<file path="config.mk">
export PLATFORM = sky130hd
export DESIGN_NAME = debug_serial_link
export DESIGN_NICKNAME = d
export VERILOG_FILES = /design/src/verilog/debug_link_pkg.sv /design/src/verilog/debug_byte_fifo.sv /design/src/verilog/debug_mode_ctrl.sv /design/src/verilog/debug_serial_link.sv
export VERILOG_INCLUDE_DIRS = /design/src /design/src/verilog
export SDC_FILE = /design/constraint.sdc
export NUM_CORES = 1
export LEC_CHECK = 0
export ABC_CLOCK_PERIOD_IN_PS = 6600
export BUFFER_PORTS_ARGS = -buffer_cell sky130_fd_sc_hd__buf_2
export CAP_MARGIN = 0
export CORE_UTILIZATION = 61
export DETAILED_ROUTE_END_ITERATION = 7
export GPL_TIMING_DRIVEN = 0
export PLACE_DENSITY = 0.82
export SLEW_MARGIN = 10
export SYNTH_ARGS = -nofsm -noshare
export SYNTH_HDL_FRONTEND = slang
export SYNTH_HIERARCHICAL = 1
export SYNTH_SLANG_ARGS = --single-unit
export TNS_END_PERCENT = 1
</file>
<file path="constraint.sdc">
create_clock -name ref_clk_in -period 6.6 [get_ports ref_clk_in]
set_input_delay 1.65 -clock ref_clk_in [delete_from_list [all_inputs] [get_ports ref_clk_in]]
set_output_delay 1.65 -clock ref_clk_in [all_outputs]
set_load 0.02 [all_outputs]
</file>
<file path="src/verilog/debug_link_defines.svh">
/*
 * timing counts and field constants for the one-pin debug serial link.
 * assumes a 20 mhz system clock; included by the serial link module.
 */
// Notes on behaviour
// - one shared open-drain pin, half duplex, never both ends sending.
// - characters are start low, eight data bits lsb first, stop high.
// - idle after reset until data; first host character must be 80h.
// - measure sync low period in clocks, program bit period from it.
// - runs on system clock; slowest rate is clock over 512.
// - nine or more low bit times is a break; relearn rate afterwards.
// - a low sampled stop bit is a framing error.
// - while sending, a line level unlike the sent bit is a collision.
// - on any error abort, send 4096-cycle low break, reset baud logic.
// - host break resets baud logic only; control bit and mode stay. here it is handled as an error: 4096-cycle break back, transmit queue flushed.
// - debugger logic held in reset while break lasts, until pin high.
// - in debug mode instruction fetch stops except directed ones.
// - clock and peripherals run; halt exits; watchdog kept refreshed.
// - writing debug mode bit to one enters debug mode.
// - an executed breakpoint instruction enters debug mode.
// - enabled pc match or counter reaching zero enters debug mode.
// - debug pin low when leaving reset enters debug mode.
// - clearing the bit, power-on, brown-out or reset pin exits.
// - debug pin low during stop mode starts a system reset.
`ifndef DEBUG_LINK_DEFINES_SVH
`define DEBUG_LINK_DEFINES_SVH
`define SYS_CLK_HZ 20000000
`define SYNC_CHAR 8'h80
`define SYNC_LOW_BITS 8
`define SYNC_SHIFT 3
`define MAX_DIV 512
`define BIT_CNT_W 13
`define BREAK_BITS 9
`define ERR_BREAK_CYCLES 4096
`define TX_BREAK_CYCLES 13'h1000
`define FIFO_DEPTH 4
`define DATA_W 8
`endif

</file>
<file path="src/verilog/debug_link_pkg.sv">
/*
 * types shared by the debug link modules.
 * assumes the defines header is included before use.
 */
package debug_link_pkg;
	typedef logic [7:0] byte_t;
	typedef enum logic [2:0] {
		L_IDLE = 3'b000,
		L_SYNC = 3'b001,
		L_READY = 3'b011,
		L_RX = 3'b010,
		L_TX = 3'b110,
		L_BREAK = 3'b111,
		L_WAITHI = 3'b101
	} link_state_e;
endpackage

</file>
<file path="src/verilog/debug_byte_fifo.sv">
/*
 * small synchronous fifo with valid/ready on both sides.
 * assumes one clock and an active-high asynchronous reset.
 */
`timescale 1ns/1ps
module debug_byte_fifo #(
	parameter int WIDTH = 8,
	parameter int DEPTH = 4
) (
	input wire logic clk_in,
	input wire logic rst_in,
	input wire logic flush_in,
	input wire logic in_valid_in,
	output logic in_ready_out,
	input wire logic [WIDTH-1:0] in_data_in,
	output logic out_valid_out,
	input wire logic out_ready_in,
	output logic [WIDTH-1:0] out_data_out
);
	localparam int AW = $clog2(DEPTH);
	logic [WIDTH-1:0] mem_q [DEPTH];
	logic [AW-1:0] wr_q;
	logic [AW-1:0] rd_q;
	logic [AW:0] cnt_q;
	wire push = in_valid_in && in_ready_out;
	wire pop = out_valid_out && out_ready_in;
	// honest full and empty from the fill count
	assign in_ready_out = (cnt_q != (AW+1)'(DEPTH));
	assign out_valid_out = (cnt_q != '0);
	assign out_data_out = mem_q[rd_q];
	// pointer and count update
	always_ff @(posedge clk_in or posedge rst_in) begin
		if (rst_in) begin
			wr_q <= '0;
			rd_q <= '0;
			cnt_q <= '0;
		end else if (flush_in) begin
			wr_q <= '0;
			rd_q <= '0;
			cnt_q <= '0;
		end else begin
			if (push)
				wr_q <= wr_q + 1'b1;
			if (pop)
				rd_q <= rd_q + 1'b1;
			cnt_q <= cnt_q + (AW+1)'(push) - (AW+1)'(pop);
		end
	end
	// storage
	always_ff @(posedge clk_in) begin
		if (push)
			mem_q[wr_q] <= in_data_in;
	end
endmodule

</file>
<file path="src/verilog/debug_mode_ctrl.sv">
/*
 * debug mode flag: entry and exit conditions, one mode flag output.
 * assumes the device resets arrive as synchronous one-cycle pulses.
 */
`timescale 1ns/1ps
module debug_mode_ctrl (
	input wire logic clk_in,
	input wire logic rst_in,
	input wire logic entry_pin_low_in,
	input wire logic set_req_in,
	input wire logic clr_req_in,
	input wire logic brk_exec_in,
	input wire logic pc_match_en_in,
	input wire logic [15:0] pc_in,
	input wire logic [15:0] cntr_in,
	input wire logic cntr_zero_en_in,
	input wire logic cntr_dec_in,
	input wire logic dev_reset_in,
	output logic debug_mode_out
);
	logic mode_q;
	logic mode_d;
	logic first_q;
	wire pc_hit = pc_match_en_in && (pc_in == cntr_in);
	wire cnt_hit = cntr_zero_en_in && cntr_dec_in && (cntr_in == 16'h0001);
	wire enter = set_req_in || brk_exec_in || pc_hit || cnt_hit;
	// exit on device reset first, entry wins over clear
	always_comb begin
		mode_d = mode_q;
		if (dev_reset_in)
			mode_d = 1'b0;
		else if (enter)
			mode_d = 1'b1;
		else if (clr_req_in)
			mode_d = 1'b0;
		// strap caught on first edge after release
		if (first_q && entry_pin_low_in)
			mode_d = 1'b1;
	end
	always_ff @(posedge clk_in or posedge rst_in) begin
		if (rst_in) begin
			mode_q <= 1'b0;
			first_q <= 1'b1;
		end else begin
			mode_q <= mode_d;
			first_q <= dev_reset_in;
		end
	end
	assign debug_mode_out = mode_q;
endmodule

</file>
<file path="src/verilog/debug_serial_link.sv">
/*
 * one-pin debug serial link: autobaud, receive, transmit, break
 * handling, and debug mode outputs toward the processor.
 * assumes the pin input is synchronous and pulled high outside.
 */
`timescale 1ns/1ps
`include "debug_link_defines.svh"
module debug_serial_link (
	input wire logic ref_clk_in,
	input wire logic rst_in,
	input wire logic debug_serial_pin_in,
	output logic debug_serial_pin_out,
	output logic debug_serial_pin_oe_out,
	output logic [7:0] rx_data_out,
	output logic rx_valid_out,
	input wire logic rx_ready_in,
	input wire debug_link_pkg::byte_t tx_data_in,
	input wire logic tx_valid_in,
	output logic tx_ready_out,
	output logic error_out,
	output logic baud_locked_out,
	input wire logic set_mode_in,
	input wire logic clr_mode_in,
	input wire logic breakpoint_instruction_in,
	input wire logic pc_match_en_in,
	input wire logic [15:0] pc_in,
	input wire logic [15:0] debug_multi_counter_in,
	input wire logic cntr_zero_en_in,
	input wire logic cntr_dec_in,
	input wire logic dev_reset_in,
	input wire logic stop_mode_in,
	output logic debug_mode_out,
	output logic fetch_stop_out,
	output logic halt_exit_out,
	output logic wdt_refresh_out,
	output logic sys_reset_req_out
);
	import debug_link_pkg::*;
	localparam int CW = `BIT_CNT_W;
	link_state_e state_q;
	logic [CW-1:0] cnt_q;
	logic [CW-1:0] period_q;
	logic [3:0] bit_q;
	logic [8:0] shift_q;
	logic [CW-1:0] low_q;
	logic tx_bit_q;
	logic err_q;
	logic rxv_q;
	logic drive_q;
	logic mode_w;
	logic fifo_valid;
	logic [7:0] fifo_data;
	logic tx_pop;
	logic fifo_in_ready;
	logic rx_push;
	// bit period helpers
	function automatic logic [CW-1:0] half(input logic [CW-1:0] p);
		return {1'b0, p[CW-1:1]};
	endfunction
	wire line_hi = debug_serial_pin_in;
	wire bit_end = (cnt_q == period_q - 1'b1);
	// break is nine bit times low, counted in cycles
	wire [CW+3:0] break_len = (CW+4)'(period_q) * (CW+4)'(`BREAK_BITS);
	// own low bits while sending a zero byte must not look like a break
	wire brk_seen = (period_q != '0) && !line_hi && (state_q != L_TX) &&
		((CW+4)'(low_q) >= break_len - 1'b1);
	// collision while sending a high bit
	wire collide = (state_q == L_TX) && tx_bit_q && !line_hi &&
		(cnt_q == half(period_q));
	wire frame_err = (state_q == L_RX) && (bit_q == 4'd9) &&
		(cnt_q == half(period_q)) && !line_hi;
	wire any_err = brk_seen || collide || frame_err;
	// low run length for break detection
	always_ff @(posedge ref_clk_in or posedge rst_in) begin
		if (rst_in)
			low_q <= '0;
		else if (line_hi)
			low_q <= '0;
		else if (low_q != '1)
			low_q <= low_q + 1'b1;
	end
	// link state machine
	always_ff @(posedge ref_clk_in or posedge rst_in) begin
		if (rst_in) begin
			state_q <= L_IDLE;
			cnt_q <= '0;
			period_q <= '0;
			bit_q <= '0;
			shift_q <= '0;
			tx_bit_q <= 1'b1;
			err_q <= 1'b0;
			rxv_q <= 1'b0;
		end else begin
			err_q <= 1'b0;
			rxv_q <= 1'b0;
			if (any_err && state_q != L_BREAK && state_q != L_WAITHI &&
				state_q != L_IDLE && state_q != L_SYNC) begin
				state_q <= L_BREAK;
				cnt_q <= '0;
				period_q <= '0;
				tx_bit_q <= 1'b0;
				err_q <= 1'b1;
			end else begin
				case (state_q)
				L_IDLE: begin
					tx_bit_q <= 1'b1;
					cnt_q <= '0;
					if (!line_hi)
						state_q <= L_SYNC;
				end
				// measure eight low bits of the sync character
				L_SYNC: begin
					if (!line_hi) begin
						if (cnt_q == CW'(`MAX_DIV * `SYNC_LOW_BITS - 1))
							state_q <= L_WAITHI;
						else
							cnt_q <= cnt_q + 1'b1;
					end else begin
						// period bounded by the 512 divider
						period_q <= (cnt_q + 1'b1) >> `SYNC_SHIFT;
						state_q <= L_READY;
						cnt_q <= '0;
					end
				end
				L_READY: begin
					cnt_q <= '0;
					bit_q <= '0;
					if (!line_hi) begin
						state_q <= L_RX;
					end else if (fifo_valid) begin
						shift_q <= {1'b1, fifo_data};
						tx_bit_q <= 1'b0;
						state_q <= L_TX;
					end
				end
				L_RX: begin
					cnt_q <= bit_end ? '0 : cnt_q + 1'b1;
					if (cnt_q == half(period_q)) begin
						if (bit_q == 4'd0 && line_hi)
							state_q <= L_READY;
						else if (bit_q != 4'd0 && bit_q != 4'd9)
							shift_q <= {1'b0, line_hi, shift_q[7:1]};
						if (bit_q == 4'd9) begin
							rxv_q <= 1'b1;
							state_q <= L_READY;
						end
						bit_q <= bit_q + 1'b1;
					end
				end
				L_TX: begin
					cnt_q <= bit_end ? '0 : cnt_q + 1'b1;
					if (bit_end) begin
						bit_q <= bit_q + 1'b1;
						if (bit_q == 4'd9) begin
							tx_bit_q <= 1'b1;
							state_q <= L_READY;
						end else begin
							tx_bit_q <= shift_q[0];
							shift_q <= {1'b1, shift_q[8:1]};
						end
					end
				end
				// fixed-length low break back to host
				L_BREAK: begin
					cnt_q <= cnt_q + 1'b1;
					if (cnt_q == `TX_BREAK_CYCLES - 1'b1) begin
						tx_bit_q <= 1'b1;
						state_q <= L_WAITHI;
					end
				end
				// held in reset until the pin returns high
				L_WAITHI: begin
					tx_bit_q <= 1'b1;
					period_q <= '0;
					cnt_q <= '0;
					if (line_hi)
						state_q <= L_IDLE;
				end
				default: state_q <= L_IDLE;
				endcase
			end
		end
	end
	always_ff @(posedge ref_clk_in or posedge rst_in) begin
		if (rst_in)
			drive_q <= 1'b0;
		else
			drive_q <= (state_q == L_TX || state_q == L_BREAK) ?
				!tx_bit_q : 1'b0;
	end
	assign debug_serial_pin_out = 1'b0;
	assign debug_serial_pin_oe_out = drive_q;
	assign tx_pop = (state_q == L_READY) && line_hi && fifo_valid &&
		!any_err;
	assign rx_push = rxv_q;
	// transmit queue toward the line
	debug_byte_fifo #(.WIDTH(`DATA_W), .DEPTH(`FIFO_DEPTH)) u_txq (
		.clk_in(ref_clk_in),
		.rst_in(rst_in),
		.flush_in(err_q),
		.in_valid_in(tx_valid_in),
		.in_ready_out(fifo_in_ready),
		.in_data_in(tx_data_in),
		.out_valid_out(fifo_valid),
		.out_ready_in(tx_pop),
		.out_data_out(fifo_data)
	);
	// mode flag is outside the baud reset path
	debug_mode_ctrl u_mode (
		.clk_in(ref_clk_in),
		.rst_in(rst_in),
		.entry_pin_low_in(!debug_serial_pin_in),
		.set_req_in(set_mode_in),
		.clr_req_in(clr_mode_in),
		.brk_exec_in(breakpoint_instruction_in),
		.pc_match_en_in(pc_match_en_in),
		.pc_in(pc_in),
		.cntr_in(debug_multi_counter_in),
		.cntr_zero_en_in(cntr_zero_en_in),
		.cntr_dec_in(cntr_dec_in),
		.dev_reset_in(dev_reset_in),
		.debug_mode_out(mode_w)
	);
	// registered outputs toward user and processor
	always_ff @(posedge ref_clk_in or posedge rst_in) begin
		if (rst_in) begin
			rx_data_out <= '0;
			rx_valid_out <= 1'b0;
			tx_ready_out <= 1'b0;
			error_out <= 1'b0;
			baud_locked_out <= 1'b0;
			debug_mode_out <= 1'b0;
			fetch_stop_out <= 1'b0;
			halt_exit_out <= 1'b0;
			wdt_refresh_out <= 1'b0;
			sys_reset_req_out <= 1'b0;
		end else begin
			if (rx_push)
				rx_data_out <= shift_q[7:0];
			if (rx_push)
				rx_valid_out <= 1'b1;
			else if (rx_ready_in)
				rx_valid_out <= 1'b0;
			tx_ready_out <= fifo_in_ready;
			error_out <= err_q;
			baud_locked_out <= (period_q != '0);
			debug_mode_out <= mode_w;
			// hold processor fetch, keep it awake
			fetch_stop_out <= mode_w;
			halt_exit_out <= mode_w;
			wdt_refresh_out <= mode_w;
			// pin low in stop mode asks for system reset
			sys_reset_req_out <= stop_mode_in && !debug_serial_pin_in;
		end
	end

	// cycles spent in the returned break, for the length check
	logic [CW-1:0] brk_run_q;
	always_ff @(posedge ref_clk_in or posedge rst_in) begin
		if (rst_in)
			brk_run_q <= '0;
		else if (state_q != L_BREAK)
			brk_run_q <= '0;
		else if (brk_run_q != '1)
			brk_run_q <= brk_run_q + 1'b1;
	end
endmodule

</file>
==> results.cfg, run 1 <==
[cts]
clock_insertion_delay_worst_skew_ns = 0.36
clk_pin_slew_worst_paths_ns = 0.08
root_buffer = clkbuf_16
clock_tree.buffer_depth = 2
quantity_of_gates_resized_following_cts = 0
cts_tree = yes
postCtsHoldBufs = 0
clock_sink_count = 111
cts_inserted_buffers = 9
htree_num_levels = 3
post_cts_buffers = 0

[worst_setup_path]
worst_ep_arrival_time_ns = 5.74
worst-r2r-setup-slack_ns = 1.10
timing.rr.start = period_q[2]
timing.critical_path.cells = inv_1 > ha_1 > fa_1 > inv_1 > ha_1 > a21o_1 > a31oi_1 > a21boi_0 > o21ai_0 > nand2b_1 > a21o_1 > a21oi_1 > xor2_1 > ha_1 > a31oi_1 > nor2b_1 > o31ai_1 > a31oi_1 > nand2_1 > o31ai_2 > nor3_4 > mux2_2
reg2reg_to = shift_q[7]
worst_path_max_delay_cell = fa_1
crit_path_max_incr_delay_ns = 0.54
startpoint_type = flop
cp-end-kind = flop
crit_type = reg -> reg
worst_ep_required_time_ns = 6.85
timing.critical_path.fanout_max = 9
reg2reg_depth = 22

[sta]
achievable-frequency_ghz = 0.182
slew_headroom = 0.284
tightestPinTransition_ns = 1.06
timing.final.hold_violations = 0
report.final.setup_viol = 0
final-max-slew-violation-count = 0
rsz0062_at_grt = no
finalHoldWorstSlack_ns = 0.385
layout_min_cycle_time_ns = 5.50
fin_ws_ns = 1.10
totalNegativeSetupSlack_ns = 0
clock-skew-final_ns = 0.0121
fin_crit_sh = 0.833

[power_and_ir_drop]
switching_share = 0.465
share_comb_of_total_power = 0.645
power.internal_uw = 2360
power_frac_clock = 0.124
finalPower_uw = 4410
powerDensity_nw_per_um2 = 514
total_switching_power_uw = 2050
p_seq_frac = 0.230
static-leakage-power_uw = 0.00386
ir_drop_mv = 0.312

[global_routing]
grt_first_pass_wirelength_mm = 28.2
global_route.overflow_total = 0
largest_net_degree_at_the_start_of_global_routing = 41
grt.total_usage = 0.274
antenna_found_initial = 0
grt_pass1_vias = 5979

[routing]
wl_per_cell_um = 17.0
drtAntennaViolNets = 0
finalWirelength_mm = 17.2
drc = 0
detailroute.via_count = 6063
vias_per_cell = 5.99
drt-pass1-iter-count = 7
drt_first_iter_violations = 608

[finish]
multi_input_area_sq_um = 4380
filler_cell_count = 905
sequential_cell_area_sq_um = 2940
fin_nets = 962
layout-drive-gt1-share = 0.183
synthToLayoutAreaGrowth_pct = 11.5
antenna_cells_inserted = 0

[yosys]
synth-async-reset-ratio = 0.712
synth_enable_flop_cells = 32
synth.lib_cells_used.distinct = 89
ys.flop_type = dfrtp_1
number_of_warnings_issued_by_yosys = 6
synthesis.instances = 758
synth_fp_nets = 880
post_synth_instance_area_sq_um = 7680
synth.ff_latch_count = 111
postSynthAreaPerCell_sq_um = 10.1
seq_total_area_yosys = 0.383

[hold_path]
timing.hold.worst_path_depth = 0
worst_hold_startpoint = u_mode/debug_mode_out
hold_end = wdt_refresh_out
path_class_of_the_lowest_slack_min_delay_path = reg -> reg

[placement]
gp_congestion = 0.966
dp_slack_ns = 1.20
place.port_buffers = 70
hpwl_detailed_mm = 13.3

[floorplanning]
floorplan.io_pins = 72
core_area_sq_um = 12200
start_util = 0.631
die-width_um = 114
die_y_um = 114
placement_rows = 40
die-area_sq_um = 13000

[run]
drv_cap = 0

[status]
outcome = completed
## sequential cells by signal, summed over array words and instances (netlist names), 2 cells and up
| name | count |
|---|---|
| u_txq/cnt_q | 3 |
| shift_q | 9 |
| bit_q | 4 |
| period_q | 10 |
| u_txq/wr_q | 2 |
| state_q | 3 |
| cnt_q | 13 |
| u_txq/mem_q | 32 |
| low_q | 13 |
| u_txq/rd_q | 2 |
| rx_data_out | 8 |
## critical path: cells and delay by family, from the launching register on
kind | cells | cell delay [ns]
and+or+nand+nor | 4 | 0.88
buffers and inverters | 2 | 0.23
xor gates and xnor gates | 1 | 0.19
adders and majority gates | 4 | 1.51
DFF | 1 | 0.47
muxes | 1 | 0.40
AOI/OAI and AO/OA | 10 | 1.69
## routing by layer
| layer | share of wire | global-route usage | up-vias |
|---|---|---|---|
| met4 | 0.013 | 0.0649 | 0 |
| met1 | 0.42 | 0.327 | 2942 |
| met5 | 0 | 0 | - |
| met2 | 0.52 | 0.506 | 193 |
| li1 | - | - | 2905 |
| met3 | 0.051 | 0.0561 | 23 |
## synthesized netlist by cell type (13+ instances only)
cell type,instances,area (sq um)
edfxtp_1,32,961
xor2_1,40,350
mux2_2,20,225
ha_1,62,776
a21oi_1,29,145
and2_1,14,87.6
dfrtp_1,77,1930
a211oi_1,16,120
clkbuf_1,18,67.6
nand3_1,14,70.1
inv_1,55,206
nor2_1,52,195
nand2_1,56,210
xnor2_1,21,184
nand4_1,13,81.3
o21ai_0,24,120
## power by group through the flow
stage,clock network [uW],registers [uW],logic [uW]
after CTS,553,1010,2830
after floorplan,0,984,2220
after global routing,580,1030,3160
final,548,1010,2840
after detailed placement,0,1030,2790
after global placement,0,1010,2660
## how the worst max path moves through the flow
stage / start / end / slack (ns) / cells after the start
4_1_cts: period_q[2] / shift_q[7] / 1.16 / 22
2_1_floorplan: period_q[2] / shift_q[0] / 1.84 / 22
6_report: period_q[2] / shift_q[7] / 1.10 / 22
3_3_place_gp: period_q[2] / shift_q[2] / 1.28 / 22
5_1_grt: period_q[2] / period_q[7] / 0.71 / 22
3_5_place_dp: period_q[2] / shift_q[7] / 1.20 / 22
## cell type report
cell class,count,share of cell area
Buffer,29,0.0175
Clock buffer,9,0.0263
Clock inverter,7,0.00906
Inverter,55,0.0244
Multi-Input combinational cell,563,0.512
Sequential cell,111,0.343
Tap cell,168,0.0245
Timing Repair Buffer,71,0.0432
## cells by family after synthesis
logic type,after synthesis,synth area share
adders and majority gates,69,0.119
DFF,111,0.383
AOI/OAI and AO/OA,144,0.136
buffers and inverters,84,0.0464
other,1,0.000488
and+or+nand+nor,251,0.179
muxes,37,0.0668
xor gates and xnor gates,61,0.0696
## cell usage in the layout, fill, tap and decap left out, types with 21 or more instances in the layout
| cell type | count |
|---|---|
| nand2_1 | 56 |
| edfxtp_1 | 32 |
| xor2_1 | 40 |
| buf_2 | 72 |
| inv_1 | 54 |
| ha_1 | 62 |
| nor2_1 | 52 |
| a21oi_1 | 29 |
| xnor2_1 | 21 |
| o21ai_0 | 24 |
| dfrtp_1 | 77 |
## per-stage QoR
stage	util	instance area [sq um]	instances
2_1_floorplan	-	7680	758
3_3_place_gp	0.678	8240	996
3_5_place_dp	0.679	8260	997
4_1_cts	0.704	8570	1013
5_1_grt	0.704	8570	1013
6_report	0.704	8570	1013
Power figures use the tool's default switching activity.
==> run 2, diff against run 1 <==
Settings changed: ABC_CLOCK_PERIOD_IN_PS 6600 to 5500.
Clock period 6.6 ns to 5.5 ns, I/O delays scaled along.
==> results.cfg, run 2 (same netlist as run 1, synthesis figures left out) <==
[status]
outcome = completed

[worst_setup_path]
worst-r2r-setup-slack_ns = 0.30
crit_type = reg -> reg
reg2reg_to = bit_q[3]
reg2reg_depth = 23
timing.rr.start = period_q[1]
cp-end-kind = flop
timing.critical_path.to = bit_q[3]
worst_ep_arrival_time_ns = 5.49
critPathLaunch = period_q[1]
timing.critical_path.fanout_max = 10
startpoint_type = flop
worst_ep_required_time_ns = 5.79

[sta]
report.final.setup_viol = 0
achievable-frequency_ghz = 0.192
layout_min_cycle_time_ns = 5.20
timing.final.hold_violations = 0
fin_crit_sh = 0.945
clock-skew-final_ns = 0.0122
slew_headroom = 0.305
fin_ws_ns = 0.304
final-max-slew-violation-count = 0
tightestPinTransition_ns = 1.03
finalHoldWorstSlack_ns = 0.385
totalNegativeSetupSlack_ns = 0
rsz0062_at_grt = yes

[routing]
route.met2.wl_mm = 9.05
finalWirelength_mm = 17.3
drt_first_iter_violations = 550
vias_per_cell = 5.99
wl_per_cell_um = 17.1
drc = 0
dr_wl_met3_um = 880
wl_met1_mm = 7.17
drtAntennaViolNets = 0
drt-pass1-iter-count = 5
topRoutingLayerUsed = met4
detailroute.via_count = 6092

[global_routing]
grt_pass1_vias = 5979
antenna_found_initial = 0
global_route.overflow_total = 0
grt_first_pass_wirelength_mm = 28.2
grt.total_usage = 0.274
largest_net_degree_at_the_start_of_global_routing = 41

[floorplanning]
die-area_sq_um = 13000
core_area_sq_um = 12200
die-width_um = 114
floorplan.io_pins = 72
start_util = 0.631
die_y_um = 114
placement_rows = 40

[power_and_ir_drop]
powerDensity_nw_per_um2 = 620
finalPower_uw = 5360
ir_drop_mv = 0.374
static-leakage-power_uw = 0.00389

[cts]
clock_insertion_delay_worst_skew_ns = 0.36
htree_num_levels = 3
postCtsHoldBufs = 0
root_buffer = clkbuf_16
clk_pin_slew_worst_paths_ns = 0.08
clock_tree.buffer_depth = 2
clock_sink_count = 111
cts_inserted_buffers = 9
cts_tree = yes

[finish]
most-common-layout-cells = 75 x dfrtp_1, 72 x buf_2, 62 x ha_1
mostFrequentLayoutCell = dfrtp_1
largest_reg_flops = 32
top_flop_regs = u_txq/mem_q (32), cnt_q (13), low_q (13)
sequential_cell_area_sq_um = 2940
layout-drive-gt1-share = 0.197
synthToLayoutAreaGrowth_pct = 12.6
antenna_cells_inserted = 0
filler_cell_count = 897
multi_input_area_sq_um = 4420
fin_nets = 966
max_flop_register = u_txq/mem_q

[run]
drv_cap = 0

[placement]
place.port_buffers = 70
dp_slack_ns = 0.0982
hpwl_detailed_mm = 13.3
gp_congestion = 0.966

[hold_path]
path_class_of_the_lowest_slack_min_delay_path = reg -> reg
==> run 2: metrics by stage <==
| step | utilization | cells | instance area, sq um |
|---|---|---|---|
| 2_1_floorplan | - | 758 | 7680 |
| 3_3_place_gp | 0.678 | 996 | 8240 |
| 3_5_place_dp | 0.679 | 997 | 8260 |
| 4_1_cts | 0.704 | 1013 | 8570 |
| 5_1_grt | 0.711 | 1017 | 8650 |
| 6_report | 0.711 | 1017 | 8650 |
==> run 2: how the worst min path moves through the flow <==
stage / start / to / slack [ns] / depth (start not counted)
floorplan: err_q / error_out / 0.35 / 0
global placement: err_q / error_out / 0.36 / 0
detailed placement: err_q / error_out / 0.37 / 0
CTS: u_mode/debug_mode_out / wdt_refresh_out / 0.39 / 0
global route: u_mode/debug_mode_out / wdt_refresh_out / 0.40 / 0
finish: u_mode/debug_mode_out / wdt_refresh_out / 0.39 / 0
==> run 2: what timing repair did <==
item | in CTS | in global routing
resized for setup | 0 | 15
endpoints found under the setup margin | 0 | 42
setup buffers | 0 | 4
==> run 2: final cells by class <==
class / count / area share
multi-input cells: 563 / 0.511
flip-flops and latches: 111 / 0.340
repair buffers: 75 / 0.0477
clock buffers: 9 / 0.0260
inverters: 55 / 0.0245
well taps: 168 / 0.0243
plain buffers: 29 / 0.0174
clock inverters: 7 / 0.00897
==> run 2: critical path: stages, from the launching register on <==
cell and delay, ns:
dfrtp_2 0.43, inv_1 0.11, ha_1 0.35, fa_1 0.54
inv_1 0.04, ha_1 0.36, a21o_1 0.21, a31oi_2 0.21
a21boi_0 0.12, o21ai_0 0.16, nand2b_1 0.10, a21o_1 0.18
a21oi_1 0.17, xor2_1 0.18, ha_1 0.27, a21oi_1 0.14
nor2_1 0.07, a211oi_1 0.23, a31oi_2 0.17, nand2_2 0.16
o31ai_2 0.11, buf_6 0.16, or4_1 0.51, a21oi_1 0.15
==> run 2: metal layers <==
layer | vias up | track usage
li1 | 2916 | -
met4 | 0 | 0.0649
met2 | 206 | 0.506
met3 | 31 | 0.0561
met5 | - | 0
met1 | 2939 | 0.327
==> run 2: report_power, final <==
part,total (uW),switching (uW),internal [uW]
clock network,656,330,326
logic,3490,1990,1500
registers,1220,176,1040
==> run 3, diff against run 2 <==
Settings changed: ABC_AREA set to 1, CORE_MARGIN set to 8, PLACE_DENSITY 0.82 to 0.81.
==> results.cfg, run 3 <==
[yosys]
synth-async-reset-ratio = 0.712
number_of_warnings_issued_by_yosys = 6
synthesis.instances = 1185
ys.flop_type = dfrtp_1
netlist_top_cells_area = dfrtp_1 23%, nand2_1 16%, edfxtp_1 11%
ys_top_cells_by_count = 367 x nand2_1, 169 x inv_1, 117 x nor2_1, 84 x nand3_1, 77 x dfrtp_1
seq_total_area_yosys = 0.349
post_synth_instance_area_sq_um = 8430
post-synth-top-count-cell = nand2_1
synth_fp_nets = 1307
postSynthAreaPerCell_sq_um = 7.11
synth_enable_flop_cells = 32
synth.ff_latch_count = 111
yosysTopAreaCellShare = 0.229
synth.lib_cells_used.distinct = 52
synth_top_cell_by_area = dfrtp_1

[sta]
timing.final.hold_violations = 0
achievable-frequency_ghz = 0.213
report.final.setup_viol = 0
final-max-slew-violation-count = 0
rsz0062_at_grt = no
clock-skew-final_ns = 0.0124
layout_min_cycle_time_ns = 4.70
fin_ws_ns = 0.805
tightestPinTransition_ns = 0.801
totalNegativeSetupSlack_ns = 0
fin_crit_sh = 0.854
slew_headroom = 0.464
finalHoldWorstSlack_ns = 0.406

[power_and_ir_drop]
powerDensity_nw_per_um2 = 661
power.internal_uw = 2990
power_frac_clock = 0.111
static-leakage-power_uw = 0.00500
ir_drop_mv = 0.362
share_comb_of_total_power = 0.681
p_seq_frac = 0.208
finalPower_uw = 6180
total_switching_power_uw = 3180
switching_share = 0.515

[cts]
root_buffer = clkbuf_16
clock_sink_count = 111
clock_insertion_delay_worst_skew_ns = 0.35
quantity_of_gates_resized_following_cts = 0
postCtsHoldBufs = 0
cts_inserted_buffers = 9
clk_pin_slew_worst_paths_ns = 0.08
cts_tree = yes
htree_num_levels = 3
post_cts_buffers = 0
clock_tree.buffer_depth = 2

[worst_setup_path]
startpoint_type = flop
worst_ep_required_time_ns = 5.75
worst_path_max_delay_cell = fa_1
critPathLaunch = period_q[2]
reg2reg_to = cnt_q[2]
timing.rr.start = period_q[2]
crit_path_max_incr_delay_ns = 0.54
reg2reg_depth = 27
crit_type = reg -> reg
worst-r2r-setup-slack_ns = 0.80
timing.critical_path.to = cnt_q[2]
worst_ep_arrival_time_ns = 4.94
cp_common_cell = nand2_1
timing.critical_path.fanout_max = 10
cp-end-kind = flop

[floorplanning]
start_util = 0.617
core_area_sq_um = 13700
die_y_um = 134
floorplan.io_pins = 72
die-width_um = 134
placement_rows = 43
die-area_sq_um = 17800

[routing]
drtAntennaViolNets = 0
drc = 0
detailroute.via_count = 7669
vias_per_cell = 5.28
drt_first_iter_violations = 645
finalWirelength_mm = 19.6
drt-pass1-iter-count = 5
wl_per_cell_um = 13.5

[global_routing]
largest_net_degree_at_the_start_of_global_routing = 57
antenna_found_initial = 0
global_route.overflow_total = 0
grt_pass1_vias = 6981
grt.total_usage = 0.219
grt_first_pass_wirelength_mm = 32.4

[status]
outcome = completed

[finish]
synthToLayoutAreaGrowth_pct = 10.9
filler_cell_count = 1187
mostFrequentLayoutCell = nand2_1
most-common-layout-cells = 367 x nand2_1, 169 x inv_1, 117 x nor2_1
layout-drive-gt1-share = 0.121
post_layout_nonfiller_instances = 1452
largest_reg_flops = 32
antenna_cells_inserted = 0
max_flop_register = u_txq/mem_q
fin_nets = 1389
top_flop_regs = u_txq/mem_q (32), cnt_q (13), low_q (13)

[placement]
place.port_buffers = 70
placed_cells_incl_taps = 1436
hpwl_detailed_mm = 15.3
gp_congestion = 0.933
dp_slack_ns = 0.877

[hold_path]
path_class_of_the_lowest_slack_min_delay_path = reg -> reg

[run]
drv_cap = 0
==> run 3: cell count changes in the layout (fill, tap and decap cells not counted), moves of 12 or more <==
cell / before / now
inv_1: 53 / 169
nand2_1: 55 / 367
and2_1: 13 / 0
nand3_1: 14 / 84
nand4_1: 13 / 27
xor2_1: 40 / 12
o21ai_0: 23 / 56
a211oi_1: 16 / 3
inv_2: 0 / 14
nand2b_1: 12 / 0
nor2_1: 52 / 117
mux2_2: 20 / 0
==> run 3: critical path, delay by kind of cell, from the launching register on <==
kind | cells | cell delay (ns)
buffers and inverters | 4 | 0.60
and+or+nand+nor | 16 | 1.46
xor gates and xnor gates | 1 | 0.09
adders and majority gates | 4 | 1.52
AOI/OAI and AO/OA | 2 | 0.37
DFF | 1 | 0.51
==> run 3: worst min path at each step <==
| stage | from | end | cells past startpoint |
|---|---|---|---|
| global placement | u_mode/debug_mode_out | wdt_refresh_out | 0 |
| detailed placement | u_mode/debug_mode_out | wdt_refresh_out | 0 |
| finish | u_mode/debug_mode_out | wdt_refresh_out | 0 |
| CTS | u_mode/debug_mode_out | wdt_refresh_out | 0 |
| floorplan | u_mode/debug_mode_out | wdt_refresh_out | 0 |
| global route | u_mode/debug_mode_out | wdt_refresh_out | 0 |
==> run 3: cells by family (layout without fill, tap and decap cells) <==
family | count (synthesis) | after routing | share of synthesized area
and+or+nand+nor | 644 | 644 | 0.328
buffers and inverters | 218 | 305 | 0.108
xor gates and xnor gates | 30 | 30 | 0.0321
other | 1 | 1 | 0.000445
adders and majority gates | 69 | 69 | 0.109
DFF | 111 | 111 | 0.349
AOI/OAI and AO/OA | 112 | 112 | 0.0743
==> run 3: final cells by class <==
type                       count  area, sq um  share of cell area
multi-input combinational    856         4580               0.490
timing repair buffer          71          378              0.0404
tap                          180          225              0.0241
inverter                     186          701              0.0750
sequential                   111         2940               0.315
clock buffer                   9          225              0.0241
buffer                        32          208              0.0222
clock inverter                 7         88.8             0.00951
==> run 3: per-stage QoR <==
stage / util / area, sq um
global route: 0.684 / 9350
global placement: 0.659 / 9000
detailed placement: 0.661 / 9030
finish: 0.684 / 9350
floorplan: - / 8430
CTS: 0.684 / 9350
==> run 3: layer usage <==
layer	GRT usage	share of wire	vias to the layer above	routed length (um)
li1	-	-	3922	-
met5	0	0	-	0
met2	0.366	0.48	191	9490
met1	0.285	0.45	3522	8750
met3	0.0271	0.048	34	948
met4	0.0811	0.022	0	427
==> run 3: power by group through the flow <==
stage                     registers, uW  logic (uW)  clock network [uW]
final                              1290        4210                 685
after global routing               1310        4810                 721
after CTS                          1280        4200                 697
after detailed placement           1300        4180                   0
after global placement             1290        4070                   0
after floorplan                    1240        3350                   0
